$ cat config.mk
export PLATFORM = sky130hd
export DESIGN_NAME = aivf_top
export DESIGN_NICKNAME = d
export VERILOG_FILES = /design/src/core/aivf_pkg.sv /design/src/core/aivf_mem.sv /design/src/core/aivf_top.sv
export SDC_FILE = /design/constraint.sdc
export NUM_CORES = 1
export LEC_CHECK = 0
export BUFFER_PORTS_ARGS = -buffer_cell sky130_fd_sc_hd__buf_2
export CAP_MARGIN = 20
export CORE_UTILIZATION = 46
export DETAILED_ROUTE_END_ITERATION = 8
export GPL_ROUTABILITY_DRIVEN = 0
export PLACE_DENSITY = 0.74
export SLEW_MARGIN = 5
export SYNTH_ARGS = -nofsm -noshare
export SYNTH_HDL_FRONTEND = slang
export SYNTH_HIERARCHICAL = 1
export SYNTH_SLANG_ARGS = --single-unit
$ cat constraint.sdc
create_clock -name SYS_CLK_I -period 8.6 [get_ports SYS_CLK_I]
set_input_delay 0.86 -clock SYS_CLK_I [delete_from_list [all_inputs] [get_ports SYS_CLK_I]]
set_output_delay 0.86 -clock SYS_CLK_I [all_outputs]
set_load 0.01 [all_outputs]
$ cat src/core/aivf_pkg.sv
package aivf_pkg;
  // apb register byte offsets
  localparam logic [7:0] OFS_CTRL     = 8'h00;
  localparam logic [7:0] OFS_SCAN     = 8'h04;
  localparam logic [7:0] OFS_PEND     = 8'h08;
  localparam logic [7:0] OFS_INT_STAT = 8'h0c;
  localparam logic [7:0] OFS_INT_MASK = 8'h10;
  localparam logic [7:0] OFS_DATA     = 8'h40;
  localparam logic [7:0] DATA_MASK    = 8'hc3;
  // control fields
  localparam int CTRL_VARIANT_BIT = 0;
  localparam int CTRL_FMT_LSB     = 1;
  localparam int CTRL_UNIPOLAR    = 3;
  localparam int CTRL_SINGLE_BIT  = 4;
  localparam logic [4:0] CTRL_RESET = 5'h00;
  localparam int SCAN_START_BIT   = 8;
  // measured-value word layout
  localparam int W_OVF  = 0;
  localparam int W_WIRE = 1;
  localparam int W_BUSY = 2;
  localparam int W_SIGN = 15;
  // interrupt status bits
  localparam int IRQ_DONE = 0;
  localparam int IRQ_OVF  = 1;
  localparam int IRQ_WIRE = 2;
  localparam int IRQ_SCAN = 3;
  localparam int IRQ_W    = 4;
  // channels and value limits in units
  localparam int CH_N  = 16;
  localparam int CH_W  = 4;
  localparam int VAL_W = 14;
  localparam logic signed [13:0] LIM_FULL   = 14'sh0fff;
  localparam logic signed [13:0] LIM_NOM_HI = 14'sh07ff;
  localparam logic signed [13:0] LIM_NOM_LO = -14'sh0800;
  localparam logic signed [13:0] LIM_ZERO   = 14'sh0000;
  localparam logic signed [13:0] BIN_OFFSET = 14'sh0800;

  typedef enum logic [1:0] {
    AIVF_FMT_TWOS = 2'b00,
    AIVF_FMT_SIGN = 2'b01,
    AIVF_FMT_BIN  = 2'b10
  } aivf_fmt_e;

  typedef enum logic [0:0] {
    AIVF_VAR_OVR  = 1'b0,
    AIVF_VAR_NOVR = 1'b1
  } aivf_var_e;
endpackage

$ cat src/core/aivf_mem.sv
`timescale 1ns/100ps
module aivf_mem #(
  parameter int AW = 4,
  parameter int DW = 16
) (
  input  wire logic          clk_i,
  input  wire logic          we_i,
  input  wire logic [AW-1:0] waddr_i,
  input  wire logic [DW-1:0] wdata_i,
  input  wire logic [AW-1:0] raddr_i,
  output logic      [DW-1:0] rdata_o
);
  logic [DW-1:0] mem [0:(1<<AW)-1];

  // no reset: a channel never converted reads whatever the array holds
  always_ff @(posedge clk_i) begin
    if (we_i) begin
      mem[waddr_i] <= wdata_i;
    end
    rdata_o <= mem[raddr_i];
  end
endmodule

$ cat src/core/aivf_top.sv
`timescale 1ns/100ps
module aivf_top
  import aivf_pkg::*;
(
  input  wire logic                          SYS_CLK_I,
  input  wire logic                          RSTN_I,
  input  wire logic                          PSEL_I,
  input  wire logic                          PENABLE_I,
  input  wire logic                          PWRITE_I,
  input  wire logic [7:0]                    PADDR_I,
  input  wire logic [31:0]                   PWDATA_I,
  output logic      [31:0]                   PRDATA_O,
  output logic                               PREADY_O,
  output logic                               PSLVERR_O,
  input  wire logic                          CONV_DONE_I,
  input  wire logic [aivf_pkg::CH_W-1:0]     CONV_CH_I,
  input  wire logic signed [aivf_pkg::VAL_W-1:0] CONV_VALUE_I,
  input  wire logic                          CONV_WIRE_BREAK_I,
  output logic                               SCAN_REQ_O,
  output logic      [aivf_pkg::CH_W-1:0]     SCAN_CH_O,
  output logic                               IRQ_O
);
  import aivf_pkg::*;

  ////////////////////////////////////////////////////////////////////////////
  // register state
  logic [4:0]        ctrl;
  logic [CH_N-1:0]   pend;
  logic [IRQ_W-1:0]  int_stat;
  logic [IRQ_W-1:0]  int_mask;
  logic [15:0]       mem_rdata;

  wire       variant_novr = ctrl[CTRL_VARIANT_BIT];
  // reserved format code 11 codes as two's complement on both variants
  wire [1:0] fmt          = (ctrl[CTRL_FMT_LSB +: 2] == 2'b11) ? AIVF_FMT_TWOS : ctrl[CTRL_FMT_LSB +: 2];
  wire       unipolar     = ctrl[CTRL_UNIPOLAR];
  wire       single_mode  = ctrl[CTRL_SINGLE_BIT];

  ////////////////////////////////////////////////////////////////////////////
  // apb decode
  wire apb_acc   = PSEL_I && PENABLE_I && !PREADY_O;
  wire apb_done  = PSEL_I && PENABLE_I && PREADY_O;
  wire apb_wr    = apb_done && PWRITE_I;
  wire hit_ctrl  = (PADDR_I == OFS_CTRL);
  wire hit_scan  = (PADDR_I == OFS_SCAN);
  wire hit_pend  = (PADDR_I == OFS_PEND);
  wire hit_stat  = (PADDR_I == OFS_INT_STAT);
  wire hit_mask  = (PADDR_I == OFS_INT_MASK);
  wire hit_data  = ((PADDR_I & DATA_MASK) == OFS_DATA);
  wire hit_any   = hit_ctrl || hit_scan || hit_pend || hit_stat || hit_mask || hit_data;
  // data window is read only
  wire bad_acc   = !hit_any || (PWRITE_I && (hit_pend || hit_data));
  wire [CH_W-1:0] rd_ch = PADDR_I[2 +: CH_W];

  ////////////////////////////////////////////////////////////////////////////
  // value coding
  logic signed [13:0] lim_hi;
  logic signed [13:0] lim_lo;
  logic signed [13:0] clamped;
  logic signed [13:0] absval;
  logic signed [13:0] binval;
  logic               ovf;
  logic [15:0]        wr_word;

  always_comb begin
    // coding limits per variant and format
    if (unipolar) begin
      lim_hi = LIM_FULL;
      lim_lo = LIM_ZERO;
    end else if (fmt == AIVF_FMT_BIN) begin
      lim_hi = LIM_NOM_HI;
      lim_lo = LIM_NOM_LO;
    end else if (variant_novr) begin
      // no overrange region on this variant
      lim_hi = LIM_NOM_HI;
      lim_lo = (fmt == AIVF_FMT_SIGN) ? -LIM_NOM_HI : LIM_NOM_LO;
    end else begin
      lim_hi = LIM_FULL;
      lim_lo = -LIM_FULL;
    end
    ovf     = (CONV_VALUE_I > lim_hi) || (CONV_VALUE_I < lim_lo);
    clamped = ovf ? ((CONV_VALUE_I > lim_hi) ? lim_hi : lim_lo) : CONV_VALUE_I;
    absval  = clamped[13] ? -clamped : clamped;
    binval  = clamped + BIN_OFFSET;
    wr_word = 16'h0000;
    if (unipolar) begin
      wr_word[14:3] = clamped[11:0];
    end else begin
      case (fmt)
        AIVF_FMT_TWOS: begin
          if (variant_novr) begin
            wr_word[W_SIGN] = clamped[13];
            wr_word[13:3]   = clamped[10:0];
          end else begin
            wr_word[15:3]   = clamped[12:0];
          end
        end
        AIVF_FMT_SIGN: begin
          wr_word[W_SIGN] = clamped[13];
          wr_word[14:3]   = absval[11:0];
        end
        AIVF_FMT_BIN: begin
          wr_word[14:3]   = binval[11:0];
        end
        default: begin
          wr_word[15:3]   = clamped[12:0];
        end
      endcase
    end
    // stored low bits carry flags only; busy is merged live on read
    wr_word[W_OVF]  = ovf;
    wr_word[W_WIRE] = CONV_WIRE_BREAK_I;
  end

  ////////////////////////////////////////////////////////////////////////////
  // channel memory: flags and value in one write
  aivf_mem #(.AW(CH_W), .DW(16)) u_mem (
    .clk_i   (SYS_CLK_I),
    .we_i    (CONV_DONE_I),
    .waddr_i (CONV_CH_I),
    .wdata_i (wr_word),
    .raddr_i (rd_ch),
    .rdata_o (mem_rdata)
  );

  ////////////////////////////////////////////////////////////////////////////
  // control, single scan, interrupts
  wire       scan_start = apb_wr && hit_scan && PWDATA_I[SCAN_START_BIT] && single_mode && !variant_novr;
  wire [CH_W-1:0] scan_ch = PWDATA_I[CH_W-1:0];
  wire [CH_N-1:0] pend_set = scan_start ? (16'h0001 << scan_ch) : 16'h0000;
  wire [CH_N-1:0] pend_clr = CONV_DONE_I ? (16'h0001 << CONV_CH_I) : 16'h0000;
  // a new request wins over the clear of the same channel
  wire [CH_N-1:0] next_pend = variant_novr ? 16'h0000 : ((pend & ~pend_clr) | pend_set);

  wire [IRQ_W-1:0] irq_ev;
  assign irq_ev[IRQ_DONE] = CONV_DONE_I;
  assign irq_ev[IRQ_OVF]  = CONV_DONE_I && ovf;
  assign irq_ev[IRQ_WIRE] = CONV_DONE_I && CONV_WIRE_BREAK_I;
  assign irq_ev[IRQ_SCAN] = |(pend & pend_clr);
  wire [IRQ_W-1:0] stat_clr      = (apb_wr && hit_stat) ? PWDATA_I[IRQ_W-1:0] : 4'h0;
  // set wins over a write-one clear in the same cycle
  wire [IRQ_W-1:0] next_int_stat = (int_stat & ~stat_clr) | irq_ev;
  // mask write reaches the pin at the same edge as the mask register
  wire [IRQ_W-1:0] next_int_mask = (apb_wr && hit_mask) ? PWDATA_I[IRQ_W-1:0] : int_mask;

  always_ff @(posedge SYS_CLK_I) begin
    if (!RSTN_I) begin
      ctrl     <= CTRL_RESET;
      pend     <= '0;
      int_stat <= '0;
      int_mask <= '0;
    end else begin
      if (apb_wr && hit_ctrl) begin
        ctrl <= PWDATA_I[4:0];
      end
      int_mask <= next_int_mask;
      pend     <= next_pend;
      int_stat <= next_int_stat;
    end
  end

  always_ff @(posedge SYS_CLK_I) begin
    if (!RSTN_I) begin
      SCAN_REQ_O <= 1'b0;
      SCAN_CH_O  <= '0;
      IRQ_O      <= 1'b0;
    end else begin
      SCAN_REQ_O <= scan_start;
      SCAN_CH_O  <= scan_start ? scan_ch : SCAN_CH_O;
      IRQ_O      <= |(next_int_stat & next_int_mask);
    end
  end

  ////////////////////////////////////////////////////////////////////////////
  // apb answer: one wait state, read data registered
  wire [15:0] data_word = mem_rdata | ({15'h0000, pend[rd_ch]} << W_BUSY);
  logic [31:0] rd_mux;
  always_comb begin
    rd_mux = 32'h0000_0000;
    if (hit_ctrl) begin
      rd_mux[4:0] = ctrl;
    end else if (hit_pend) begin
      rd_mux[CH_N-1:0] = pend;
    end else if (hit_stat) begin
      rd_mux[IRQ_W-1:0] = int_stat;
    end else if (hit_mask) begin
      rd_mux[IRQ_W-1:0] = int_mask;
    end else if (hit_data) begin
      rd_mux[15:0] = data_word;
    end
  end

  always_ff @(posedge SYS_CLK_I) begin
    if (!RSTN_I) begin
      PREADY_O  <= 1'b0;
      PSLVERR_O <= 1'b0;
      PRDATA_O  <= 32'h0000_0000;
    end else begin
      PREADY_O  <= apb_acc;
      PSLVERR_O <= apb_acc && bad_acc;
      PRDATA_O  <= (apb_acc && !PWRITE_I && !bad_acc) ? rd_mux : 32'h0000_0000;
    end
  end
endmodule

# == After elaboration in Yosys (flattened, before gate mapping) ==
# Memory sizes are Yosys's and may differ from the RTL's. A register that Yosys moved wholly into a read port is not among the register bits.
# Cells that the tools add are included.
# classes
magnitude_cmp,3
n_reduce_logical,37
shift,2
n_eq_ne,8
add_sub_neg,2
muxes,32
bitwise_logic,11
# op_table
op,count
$mux W12,8
$mux W16,4
$mux W14,4
$pmux W12 S3,1
$and A16 B16 Y16,2
$shl A1 B4 Y16 const A,2
$logic_and A1 B1 Y1,17
$eq A8 B4 Y1 const B,2
$mux W4,4
$not A16 Y16,1
$or A16 B16 Y16,1
$or A16 B3 Y16,1
$reduce_or A16 Y1,1
$gt A14 B14 Y1,1
$lt A14 B14 Y1,1
$add A12 B12 Y12 const B,1
$neg A12 Y12,1
$and A4 B4 Y4,2
$eq A8 B3 Y1 const B,1
$eq A8 B5 Y1 const B,1
$logic_not A8 Y1,1
$logic_or A1 B1 Y1,8
$mux W1,7
$logic_not A1 Y1,5
16 further kinds,18
# totals
out_inout_bits,40
mem_count,1
mem_bits_rw,240
regBits,85
input_bits,65
# mem_list
memory,depth,word_bits,read_ports,rd_clocked_by_memory_dff,write_ports,line_no,rtl
u_mem.mem,16,15,1,1,1,aivf_mem.sv:13,logic [DW-1:0] mem [0:(1<<AW)-1];

# == Depth between registers and ports, before layout ==
# Gate-level depths: netlist of run 1.
# depth
depth_word,14
depth_mapped,17
mapped_depth_nobuf,15

# == Modules after synthesis ==
# Netlist of run 1, hierarchy kept.
# by_module_without_submodules
mod,area_per_inst_um2,seq_area_each_um2,cells_per_inst,n_inst
aivf_mem,10043.4,8007.7,432,1
aivf_top,3459.6,1061.0,435,1

# == Worst setup path before layout of run 1 ==
# OpenSTA, ideal clock, no wires.
# synth_timing
path_kind,input -> register
startpoint,input port CONV_VALUE_I[12] (netlist name)
endpoint,memory u_mem/mem[0][9] (netlist name) (data pin)
slack_ns,4.465
setup_ns,0.294
arrival_time_ns,3.840
cell_stages,12
n_path_buf,1
path_cell_list,ha_1 > a211oi_1 > nand2_1 > a21oi_2 > nand2_4 > clkbuf_1 > a211oi_1 > ha_1 > nand2_1 > o22ai_1 > mux2_2 > o22ai_1
# synth_via
elab_chain_len,7
word_cells_on_any_way,10
cone_classes,add/sub: 2; order compare: 2; mux: 5; reduce/logical: 1
# synth_lines
element,line_no,rtl
from (decl),aivf_top.sv:17,"input wire logic signed [aivf_pkg::VAL_W-1:0] CONV_VALUE_I,"
$gt A14 B14 Y1 or $lt A14 B14 Y1 (tied branches),"aivf_top.sv:81, aivf_top.sv:82",
$mux W14 or $logic_or A1 B1 Y1 (tied branches),"aivf_top.sv:82, aivf_top.sv:81",
$mux W14 *,aivf_top.sv:82,clamped = ovf ? ((CONV_VALUE_I > lim_hi) ? lim_hi : lim_lo) : CONV_VALUE_I;
$neg A12 Y12,aivf_top.sv:83,absval = clamped[13] ? -clamped : clamped;
$mux W12,aivf_top.sv:83,
$pmux W12 S3,aivf_top.sv:89,case (fmt)
$mux W12 *,aivf_top.sv:86,if (unipolar) begin
to (decl),aivf_mem.sv:13,
# Mark *: on every way between the ends. The rest lies on a longest branch, timed or not.

# == Worst setup path in the final report of run 1 ==
# layout_timing
startpoint,register ctrl[2]
endpoint,memory u_mem/mem[1][9] (netlist name) (data pin)
# layout_via
elab_chain_len,14
word_cells_on_any_way,21
cone_classes,add/sub: 2; order compare: 2; eq/ne: 3; mux: 12; reduce/logical: 2
# layout_lines
element,line_no,rtl
from (decl),aivf_top.sv:27,logic [4:0] ctrl;
from (signal assigned),aivf_top.sv:154,ctrl <= PWDATA_I[4:0];
$eq A2 B2 Y1,aivf_top.sv:35,wire [1:0] fmt = (ctrl[CTRL_FMT_LSB +: 2] == 2'b11) ? AIVF_FMT_TWOS : ctrl[CTRL_FMT_LSB +: 2];
$mux W2 *,aivf_top.sv:35,
$eq A2 B1 Y1,"aivf_top.sv:76, aivf_top.sv:89",
$mux W1,aivf_top.sv:76,lim_lo = (fmt == AIVF_FMT_SIGN) ? -LIM_NOM_HI : LIM_NOM_LO;
$mux W12,aivf_top.sv:73,end else if (variant_novr) begin
$mux W12,aivf_top.sv:70,end else if (fmt == AIVF_FMT_BIN) begin
$mux W14,aivf_top.sv:67,if (unipolar) begin
$lt A14 B14 Y1,aivf_top.sv:81,ovf = (CONV_VALUE_I > lim_hi) || (CONV_VALUE_I < lim_lo);
$logic_or A1 B1 Y1,aivf_top.sv:81,
$mux W14,aivf_top.sv:82,
$neg A12 Y12,aivf_top.sv:83,
$mux W12,aivf_top.sv:83,
$pmux W12 S3,aivf_top.sv:89,
$mux W12 *,aivf_top.sv:86,
# Marked as above.

==> results of run 1 <==
==> cells by family after synthesis <==
kind of cell,synth area share [%]
buffers and inverters,2.87
adder cells (fa/ha/maj),0.741
multiplexers,13.7
AO/OA/AOI/OAI,8.12
flip-flops,67.2
XOR/XNOR,0.0649
other,0.0278
AND/OR/NAND/NOR,7.27
==> worst max-delay path: stages, from the launching register on <==
cell and delay [ns]:
dfxtp_1 0.49, ha_1 0.31, nor2_1 0.05, or2_2 0.31
ha_1 0.20, a211oi_1 0.20, nand2_1 0.16, a21oi_2 0.39
nand2_4 0.21, a211oi_1 0.37, ha_1 0.23, nand2_1 0.07
o22ai_1 0.42, mux2_2 0.39, o22ai_1 0.14, buf_4 0.25
==> cell usage after synthesis, types with 13 or more instances <==
master      n
dfxtp_1    69
mux4_2     60
o21ai_0    27
mux2i_1    14
nand3_1    13
edfxtp_1  256
clkbuf_1   29
o22ai_1    14
buf_4      19
a21oi_1    43
nand2_1    61
nor2_1     57
a22oi_1    46
nor3_1     16
==> final timing paths <==
path	from	to	slack (ns)
max	ctrl[2]	u_mem/mem[1][9]	4.24
min	SCAN_CH_O[3]	SCAN_CH_O[3]	0.45
max reg2reg	ctrl[2]	u_mem/mem[1][9]	4.24
min reg2reg	SCAN_CH_O[3]	SCAN_CH_O[3]	0.45
==> power by group <==
part / switching [mW] / internal (mW) / leakage, nW
Combinational: 0.140 / 0.0786 / 1.90
Clock: 0.578 / 0.878 / 0.547
Sequential: 0.00890 / 1.74 / 2.88
==> per-stage QoR <==
stage	cell area (um2)	hold WS, ns	total power [mW]	instances	util (%)
6_report	15500	0.452	3.42	1374	53.9
5_1_grt	15500	0.469	3.51	1374	53.9
4_1_cts	15400	0.453	3.43	1364	53.6
3_5_place_dp	14300	0.445	1.99	1306	49.7
3_3_place_gp	14300	0.439	1.98	1304	49.6
2_1_floorplan	13600	0.456	1.92	898	-
==> sequential cells by signal, indices dropped and copies added (netlist names) <==
register and count:
int_stat 4, u_mem/rdata_o 16, PSLVERR_O 1, SCAN_CH_O 4, IRQ_O 1, pend 16
PREADY_O 1, int_mask 4, SCAN_REQ_O 1, PRDATA_O 16, u_mem/mem 256, ctrl 5
==> layer usage <==
layer  up-vias  wire [um]  track usage [%]
li1       3601          -                -
met1      4106      13000             29.0
met2       447      15400             34.5
met3        57       2720             4.14
met4         0        753             6.53
met5         -          0                0
==> final cells by class <==
class / count / area (um2) / share of cell area (%)
Tap cell: 384 / 480 / 3.10
Multi-Input combinational cell: 500 / 4220 / 27.2
Sequential cell: 325 / 9070 / 58.5
Clock buffer: 38 / 843 / 5.44
Clock inverter: 20 / 260 / 1.68
Inverter: 11 / 41.3 / 0.266
Timing Repair Buffer: 96 / 587 / 3.79
==> reports/summary.log, run 1 <==
[clock_tree] CTS sink count 325
[synthesis] Yosys warning count 6
[drt] Antenna Nets Post-Route 0
[synthesis] fraction of synthesized cell area taken by the top area cell type 56.9%
[timing] Fmax achieved 229 MHz
[drt] DRT Pass-1 Iters 6
[synthesis] synthesized area divided by synthesized cell count 15.6 um2
[timing] relative slew slack 27.0%
[drt] DRC 0
[die] height of the chip 173 um
[drt] initial detailed-routing violation count 886
[clock_tree] post-CTS resize count 0
[synthesis] area leader, netlist edfxtp_1
[final_layout] ratio of cells with drive above 1 in the final layout 24.4%
[die] die footprint 30000 um2
[critical_path] data required time at the worst endpoint 8.99 ns
[final_layout] number of inserted diodes 0
[placement] setup slack at placement 3.85 ns
[critical_path] category of the worst setup path capture point flip-flop
[timing] period utilization 50.7%
[clock_tree] worst-skew pair later-pin latency 0.56 ns
[worst_hold_path] worst hold path class reg2reg
[die] core outline area 28800 um2
[synthesis] gate count of the mapped netlist 867
[final_layout] commonest cells after routing, fill and taps aside edfxtp_1 (256), dfxtp_1 (69), nand2_1 (61), buf_2 (61), mux4_2 (60)
[timing] final critical path time including I/O delays and setup 4.36 ns
[critical_path] CP arrival 4.75 ns
[final_layout] most frequent standard cell in the layout excluding fill and tap cells edfxtp_1
[timing] unrepaired setup endpoints after global routing no
[pwr] largest vdd supply drop 0.167 mV
[pwr] power density normalized to cell area 221 nW/um2
[global_route] global-route wire length before repair 48000 um
[clock_tree] CTS tree built
[global_route] initial antenna violation count 0
[final_layout] number of nets in the layout 1038
[die] Cell Rows 62
[placement] count of buffers from port buffering 62
[synthesis] part of the Yosys area used for sequential elements 67.2%
[critical_path] WS Path Type reg2reg
[clock_tree] maximum count of clock buffers along a single path 3
[synthesis] number of enable flip-flop cells after synthesis 256
[die] Die W 173 um
[clock_tree] post-cts hold buffer count 0
[status] status completed
[clock_tree] number of buffers added for setup after CTS 0
[timing] Final Hold Vio Count 0
[drt] total routed wirelength 31900 um
[placement] HPWL after detailed placement 19100 um
[synthesis] Synth Flop Type edfxtp_1
[global_route] total routing usage reported by global routing 21.2%
[global_route] vias in the first global route 7971
[critical_path] sort of element at the start of the critical path flip-flop
[final_layout] Filler Cells Inserted 2254
[timing] setup slack of the critical path after layout 4.24 ns
[drt] average wire per standard cell 23.2 um
[critical_path] critical path peak fanout 17
[clock_tree] number of buffers added by the clock tree synthesis step 31
[timing] setup TNS 0 ns
[clock_tree] cell at the root of the clock tree clkbuf_16
[drt] per-cell via count in the routed design 5.98
[timing] number of failing setup endpoints in the final timing report 0
[global_route] pin count of the biggest net entering global routing 74
[synthesis] Unique masters post-synth 63
[job] max cap viols 0
[timing] worst-margin pin slew 1.09 ns
[synthesis] register bit count reported by yosys 325
[worst_hold_path] cell count of the worst hold path 2
[timing] final count of pins violating max slew 0
[synthesis] share of flip-flops with an asynchronous set or reset 0%
[clock_tree] clock transition at the registers of the reported paths 0.06 ns
[die] effective utilization at floorplan 46.9%
[pwr] P_leak 5.32 nW
[final_layout] area grow syn2layout 14.8%
[die] ports placed on the boundary 105
[global_route] Congestion Overflow GR 0
[synthesis] total standard cell area after synthesis 13500 um2
[synthesis] top area cells in the synthesized netlist edfxtp_1 (57%), dfxtp_1 (10%), mux4_2 (10%), a22oi_1 (2.6%), mux4_1 (1.9%)
[critical_path] cell depth of the worst flop-to-flop path 15
[clock_tree] count of H-tree levels built during CTS 1
[timing] Final Skew 0.0106 ns
[drt] routed via count 8211
Power figures use the tool's default switching activity.
==> run 2, diff against run 1 <==
==> constraint.sdc (replaced) <==
create_clock -name SYS_CLK_I -period 4.3 [get_ports SYS_CLK_I]
set_input_delay 0.43 -clock SYS_CLK_I [delete_from_list [all_inputs] [get_ports SYS_CLK_I]]
set_output_delay 0.43 -clock SYS_CLK_I [all_outputs]
set_load 0.01 [all_outputs]
==> run 2 against run 1 <==
  * Non-clock buffer count grew 11
  * Sequential share of layout area about the same
  * Clock-buffer cell count grew 11
==> reports/summary.log, run 2 (synthesized netlist as in run 1, its figures left out) <==
[status] status completed
[clock_tree] maximum count of clock buffers along a single path 3 [unchanged]
[final_layout] ratio of cells with drive above 1 in the final layout 24.5% [about the same]
[global_route] total routing usage reported by global routing 20.8% [-0.41 points]
[critical_path] WS Path Type reg2reg
[drt] DRC 0 [unchanged]
[final_layout] number of nets in the layout 1052 [+1.3%]
[final_layout] most frequent standard cell in the layout excluding fill and tap cells edfxtp_1
[timing] Hold Worst Slack 0.190 ns [-0.262 ns]
[global_route] initial antenna violation count 2 [+2]
[placement] Inst Count DP 1325 [+1.5%]
[drt] DRT Pass-1 Iters 5 [-1]
[die] die footprint 30000 um2 [unchanged]
[clock_tree] cell at the root of the clock tree clkbuf_16
[timing] final critical path time including I/O delays and setup 4.01 ns [-0.347 ns]
[job] max cap viols 0 [unchanged]
[global_route] pin count of the biggest net entering global routing 51 [-31%]
[timing] setup slack of the critical path after layout 0.287 ns [-3.95 ns]
[timing] number of failing setup endpoints in the final timing report 0 [unchanged]
[timing] setup TNS 0 ns [unchanged]
[placement] HPWL after detailed placement 19200 um [+0.55%]
[drt] Antenna Nets Post-Route 0 [unchanged]
[clock_tree] worst-skew pair later-pin latency 0.51 ns [-0.05 ns]
[clock_tree] post-cts hold buffer count 0 [unchanged]
[die] effective utilization at floorplan 46.9% [unchanged]
[clock_tree] CTS tree built
[placement] setup slack at placement 0.241 ns [-3.61 ns]
[die] Die W 173 um [unchanged]
[final_layout] Design Area, Final 15500 um2 [about the same]
[die] height of the chip 173 um [unchanged]
[timing] relative slew slack 24.0% [-3.0 points]
[pwr] P_leak 5.34 nW [+0.21%]
[clock_tree] count of H-tree levels built during CTS 2 [+1]
[critical_path] CP arrival 4.15 ns [-0.60 ns]
[die] core outline area 28800 um2 [unchanged]
[final_layout] Filler Cells Inserted 2270 [+0.71%]
[pwr] power density normalized to cell area 430 nW/um2 [+95%]
[timing] period utilization 93.3% [+43 points]
[final_layout] number of inserted diodes 0 [unchanged]
[clock_tree] CTS sink count 325 [unchanged]
[clock_tree] clock transition at the registers of the reported paths 0.06 ns [about the same]
[global_route] vias in the first global route 7939 [-0.40%]
[critical_path] category of the worst setup path capture point flip-flop
[clock_tree] number of buffers added for setup after CTS 0 [unchanged]
[timing] unrepaired setup endpoints after global routing no
[timing] Final Skew 0.0197 ns [+0.00913 ns]
[clock_tree] number of buffers added by the clock tree synthesis step 34 [+9.7%]
[timing] Final Hold Vio Count 0 [unchanged]
[drt] average wire per standard cell 22.4 um [-3.6%]
[die] Cell Rows 62 [unchanged]
[pwr] largest vdd supply drop 0.294 mV [+76%]
[timing] worst-margin pin slew 1.14 ns [+0.0501 ns]
[final_layout] largest register by flop count u_mem/mem
[final_layout] non-filler cells in the finished layout 1386 [+0.87%]
[critical_path] sort of element at the start of the critical path flip-flop
[global_route] global-route wire length before repair 47200 um [-1.6%]
[final_layout] utilization after layout 53.9% [about the same]
[drt] total routed wirelength 31000 um [-2.8%]
[timing] final count of pins violating max slew 0 [unchanged]
[final_layout] Largest register FFs 256 [unchanged]
[critical_path] data required time at the worst endpoint 4.43 ns [-4.56 ns]
[die] ports placed on the boundary 105 [unchanged]
[drt] per-cell via count in the routed design 5.92 [-0.89%]
[global_route] Congestion Overflow GR 0 [unchanged]
[timing] Fmax achieved 249 MHz [+8.6%]
[final_layout] area grow syn2layout 14.8% [about the same]
[clock_tree] post-CTS resize count 0 [unchanged]
[drt] routed via count 8209 [-0.024%]
[critical_path] critical path peak fanout 16 [-1]
[placement] total cell area at the placement stage 14500 um2 [+1.0%]
[placement] count of buffers from port buffering 62 [unchanged]
[final_layout] commonest cells after routing, fill and taps aside edfxtp_1 (256), dfxtp_1 (69), nand2_1 (61), buf_2 (61), mux4_2 (60)
[drt] initial detailed-routing violation count 1119 [+26%]
[worst_hold_path] worst hold path class in2reg
[pwr] Design Power 6.67 mW [+95%]
run 2: cell types whose count changed in the layout (fill, tap and decap cells not counted), moves of 3 or more:
cell       change
buf_4         +13
clkbuf_1       +7
clkinv_2       -7
bufinv_16      -5
clkbuf_16      +3
run 2: metal layers:
metal	up-vias	GRT usage (%)	share of wire, %
li1	3624	-	-
met1	4122	29.0	41
met2	412	34.0	49
met3	51	3.31	8.3
met4	0	5.90	2.2
met5	-	0	0
run 2: area by class of cell:
class / instances / area [um2] / share of cell area [%]
clock buffer: 49 / 958 / 6.18
clock inverter: 10 / 77.6 / 0.500
inverter: 11 / 41.3 / 0.266
multi-input combinational: 500 / 4220 / 27.2
sequential: 325 / 9070 / 58.5
tap: 384 / 480 / 3.10
timing repair buffer: 107 / 663 / 4.28
run 2: critical path, cell delays in order, from the launching register on:
cell     delay (ns)
dfxtp_1        0.31
inv_1          0.08
ha_1           0.27
nor2_1         0.06
or2_2          0.30
inv_1          0.10
ha_1           0.12
nand4_1        0.07
nor4_1         0.45
nor3_2         0.22
nor4_4         0.46
o22ai_1        0.17
and3_1         0.21
or4b_1         0.82
run 2: power by group:
part	total (mW)	internal (mW)	switching, mW	leakage (nW)
registers	3.49	3.47	0.0175	2.88
logic	0.440	0.164	0.277	1.95
clock network	2.74	1.61	1.13	0.503
total	6.67	5.24	1.42	5.34
run 2: path summary, 6_finish.rpt:
| kind | startpoint | endpoint | slack (ns) | depth (start not counted) |
|---|---|---|---|---|
| setup / recovery | ctrl[1] | u_mem/mem[3][14] | 0.29 | 13 |
| hold reg to reg | SCAN_CH_O[1] | SCAN_CH_O[1] | 0.45 | 2 |
| hold / removal | PWDATA_I[4] | ctrl[4] | 0.19 | 3 |
| setup reg to reg | ctrl[1] | u_mem/mem[3][14] | 0.29 | 13 |
==> run 3, diff against run 2 <==
--- a/config.mk
+++ b/config.mk
@@ -10,7 +10,7 @@
 export CORE_UTILIZATION = 46
 export DETAILED_ROUTE_END_ITERATION = 8
 export GPL_ROUTABILITY_DRIVEN = 0
-export PLACE_DENSITY = 0.74
+export PLACE_DENSITY = 0.76
 export SLEW_MARGIN = 5
 export SYNTH_ARGS = -nofsm -noshare
 export SYNTH_HDL_FRONTEND = slang
==> constraint.sdc (replaced) <==
create_clock -name SYS_CLK_I -period 3.33 [get_ports SYS_CLK_I]
set_input_delay 0.333 -clock SYS_CLK_I [delete_from_list [all_inputs] [get_ports SYS_CLK_I]]
set_output_delay 0.333 -clock SYS_CLK_I [all_outputs]
set_load 0.01 [all_outputs]
==> run 3 against run 2 <==
  * Sequential power increased by 29%
  * Cell area grew 3.5%
  * Final cell count is 2.1% higher
  * Clock power is 24% higher
==> reports/summary.log, run 3 (synthesized netlist as in run 1, its figures left out) <==
[pwr] P_leak 5.58 nW [+4.6%]
[final_layout] ratio of cells with drive above 1 in the final layout 28.7% [+4.3 points]
[final_layout] Largest register FFs 256 [unchanged]
[clock_tree] maximum count of clock buffers along a single path 3 [unchanged]
[clock_tree] clock transition at the registers of the reported paths 0.06 ns [about the same]
[die] height of the chip 173 um [unchanged]
[drt] routed via count 8451 [+2.9%]
[clock_tree] count of H-tree levels built during CTS 1 [-1]
[die] Cell Rows 62 [unchanged]
[timing] unrepaired setup endpoints after global routing yes
[placement] count of buffers from port buffering 62 [unchanged]
[clock_tree] post-cts hold buffer count 0 [unchanged]
[critical_path] FF-to-FF End u_mem/mem[7][9]
[critical_path] CP endpoint u_mem/mem[7][9]
[timing] setup TNS 0 ns [unchanged]
[critical_path] category of the worst setup path capture point flip-flop
[critical_path] cell depth of the worst flop-to-flop path 16 [+3]
[global_route] vias in the first global route 8157 [+2.7%]
[clock_tree] CTS tree built
[timing] final critical path time including I/O delays and setup 3.28 ns [-0.735 ns]
[drt] DRC 0 [unchanged]
[timing] Final Skew 0.0218 ns [+0.00210 ns]
[final_layout] Design Area, Final 16000 um2 [+3.5%]
[final_layout] number of nets in the layout 1080 [+2.7%]
[final_layout] area grow syn2layout 18.9%
[clock_tree] cell at the root of the clock tree clkbuf_16
[die] Die W 173 um [unchanged]
[timing] final count of pins violating max slew 0 [unchanged]
[final_layout] utilization after layout 55.8% [+1.9 points]
[final_layout] Filler Cells Inserted 2178 [-4.1%]
[timing] number of failing setup endpoints in the final timing report 0 [unchanged]
[die] ports placed on the boundary 105 [unchanged]
[critical_path] timing startpoint of the critical path ctrl[1]
[final_layout] largest register by flop count u_mem/mem
[global_route] Congestion Overflow GR 0 [unchanged]
[timing] Hold Worst Slack 0.0488 ns [-0.141 ns]
[timing] relative slew slack 32.1% [+8.1 points]
[drt] initial detailed-routing violation count 1182 [+5.6%]
[worst_hold_path] worst hold path class in2reg
[status] status completed
[drt] Antenna Nets Post-Route 0 [unchanged]
[drt] per-cell via count in the routed design 5.97 [+0.84%]
[global_route] pin count of the biggest net entering global routing 43 [-16%]
[final_layout] sequential cell area 9070 um2 [about the same]
[timing] Fmax achieved 305 MHz [+22%]
[global_route] total routing usage reported by global routing 21.2% [+0.34 points]
[critical_path] sort of element at the start of the critical path flip-flop
[placement] total cell area at the placement stage 14800 um2 [+2.6%]
[final_layout] number of inserted diodes 0 [unchanged]
[pwr] power density normalized to cell area 533 nW/um2 [+24%]
[die] core outline area 28800 um2 [unchanged]
[global_route] initial antenna violation count 1 [-1]
[critical_path] reg2reg start ctrl[1]
[timing] Final Hold Vio Count 0 [unchanged]
[clock_tree] number of buffers added by the clock tree synthesis step 31 [-8.8%]
[critical_path] slack of the worst reg-to-reg path 0.05 ns [-0.24 ns]
[drt] DRT Pass-1 Iters 6 [+1]
[timing] worst-margin pin slew 1.02 ns [-0.120 ns]
[critical_path] CP arrival 3.68 ns [-0.47 ns]
[critical_path] data required time at the worst endpoint 3.73 ns [-0.70 ns]
[timing] period utilization 98.5% [+5.1 points]
[global_route] global-route wire length before repair 47900 um [+1.5%]
[placement] HPWL after detailed placement 20200 um [+5.4%]
[critical_path] WS Path Type reg2reg
[final_layout] commonest cells after routing, fill and taps aside edfxtp_1 (256), dfxtp_1 (67), buf_4 (65)
[job] max cap viols 0 [unchanged]
[clock_tree] CTS sink count 325 [unchanged]
[clock_tree] worst-skew pair later-pin latency 0.55 ns [+0.04 ns]
[pwr] largest vdd supply drop 0.383 mV [+30%]
[critical_path] critical path peak fanout 8 [-8]
[die] effective utilization at floorplan 46.9% [unchanged]
[pwr] Design Power 8.56 mW [+28%]
[final_layout] most frequent standard cell in the layout excluding fill and tap cells edfxtp_1
[final_layout] area occupied by multi-input gates 4450 um2 [+5.4%]
[drt] total routed wirelength 32000 um [+3.2%]
[die] die footprint 30000 um2 [unchanged]
[drt] average wire per standard cell 22.6 um [+1.1%]
-- run 3: cell types whose count changed in the layout (fill, tap and decap cells not counted), sizes merged --
cell      change
clkbuf        -2
inv           -1
bufinv        +1
clkinv        +2
buf          +29
or4b          +1
clkinvlp      -1
-- run 3: through the flow --
step / setup WS, ns / cells
floorplan: -0.00647 / 898
global placement: -0.00983 / 1351
detailed placement: -0.115 / 1351
CTS: 0.00231 / 1408
global route: -0.0815 / 1415
finish: 0.0513 / 1415
-- run 3: worst min path at each step --
stage                 startpoint              end  slack, ns  cells past startpoint
3_3_place_gp        SCAN_CH_O[0]     SCAN_CH_O[0]       0.44                      2
5_1_grt              PWDATA_I[4]          ctrl[4]       0.05                      3
4_1_cts              PWDATA_I[4]          ctrl[4]       0.03                      3
3_5_place_dp        SCAN_CH_O[0]     SCAN_CH_O[0]       0.44                      2
2_1_floorplan  CONV_WIRE_BREAK_I  u_mem/mem[0][1]       0.43                      0
6_report             PWDATA_I[4]          ctrl[4]       0.05                      3
-- run 3: timing repair --
| item | in CTS | in global routing |
|---|---|---|
| endpoints found under the setup margin | 68 | 144 |
| setup buffers | 0 | 7 |
| pin swaps | 0 | 18 |
| resized for setup | 5 | 24 |
| gates cloned | 0 | 2 |
-- run 3: per-layer routing --
layer | part of all wire [%] | wire length [um] | track usage (%)
met5 | 0 | 0 | 0
met4 | 2.6 | 838 | 6.49
met3 | 8.8 | 2830 | 3.11
met2 | 49 | 15600 | 35.0
met1 | 40 | 12700 | 29.1
-- run 3: power breakdown --
group          total (mW)  switching (mW)  internal, mW
clock                3.40            1.40          2.00
sequential           4.51          0.0226          4.48
combinational       0.652           0.384         0.268
-- run 3: critical path, stage by stage, from the launching register on --
cell	delay [ns]
dfxtp_2	0.32
inv_2	0.07
ha_4	0.13
nor2_1	0.04
or2_4	0.28
ha_4	0.17
a211oi_2	0.22
nand2_2	0.12
a21oi_4	0.20
nand2_4	0.09
a211oi_4	0.23
ha_2	0.22
nand2_2	0.08
o22ai_4	0.15
mux2_4	0.33
o22ai_4	0.25
clkbuf_16	0.21
-- run 3: cell type report --
cell class	count	area share [%]
multi-input combinational	501	27.7
timing repair buffer	137	6.29
tap	384	2.99
sequential	325	56.5
clock buffer	46	5.57
clock inverter	11	0.663
inverter	11	0.257
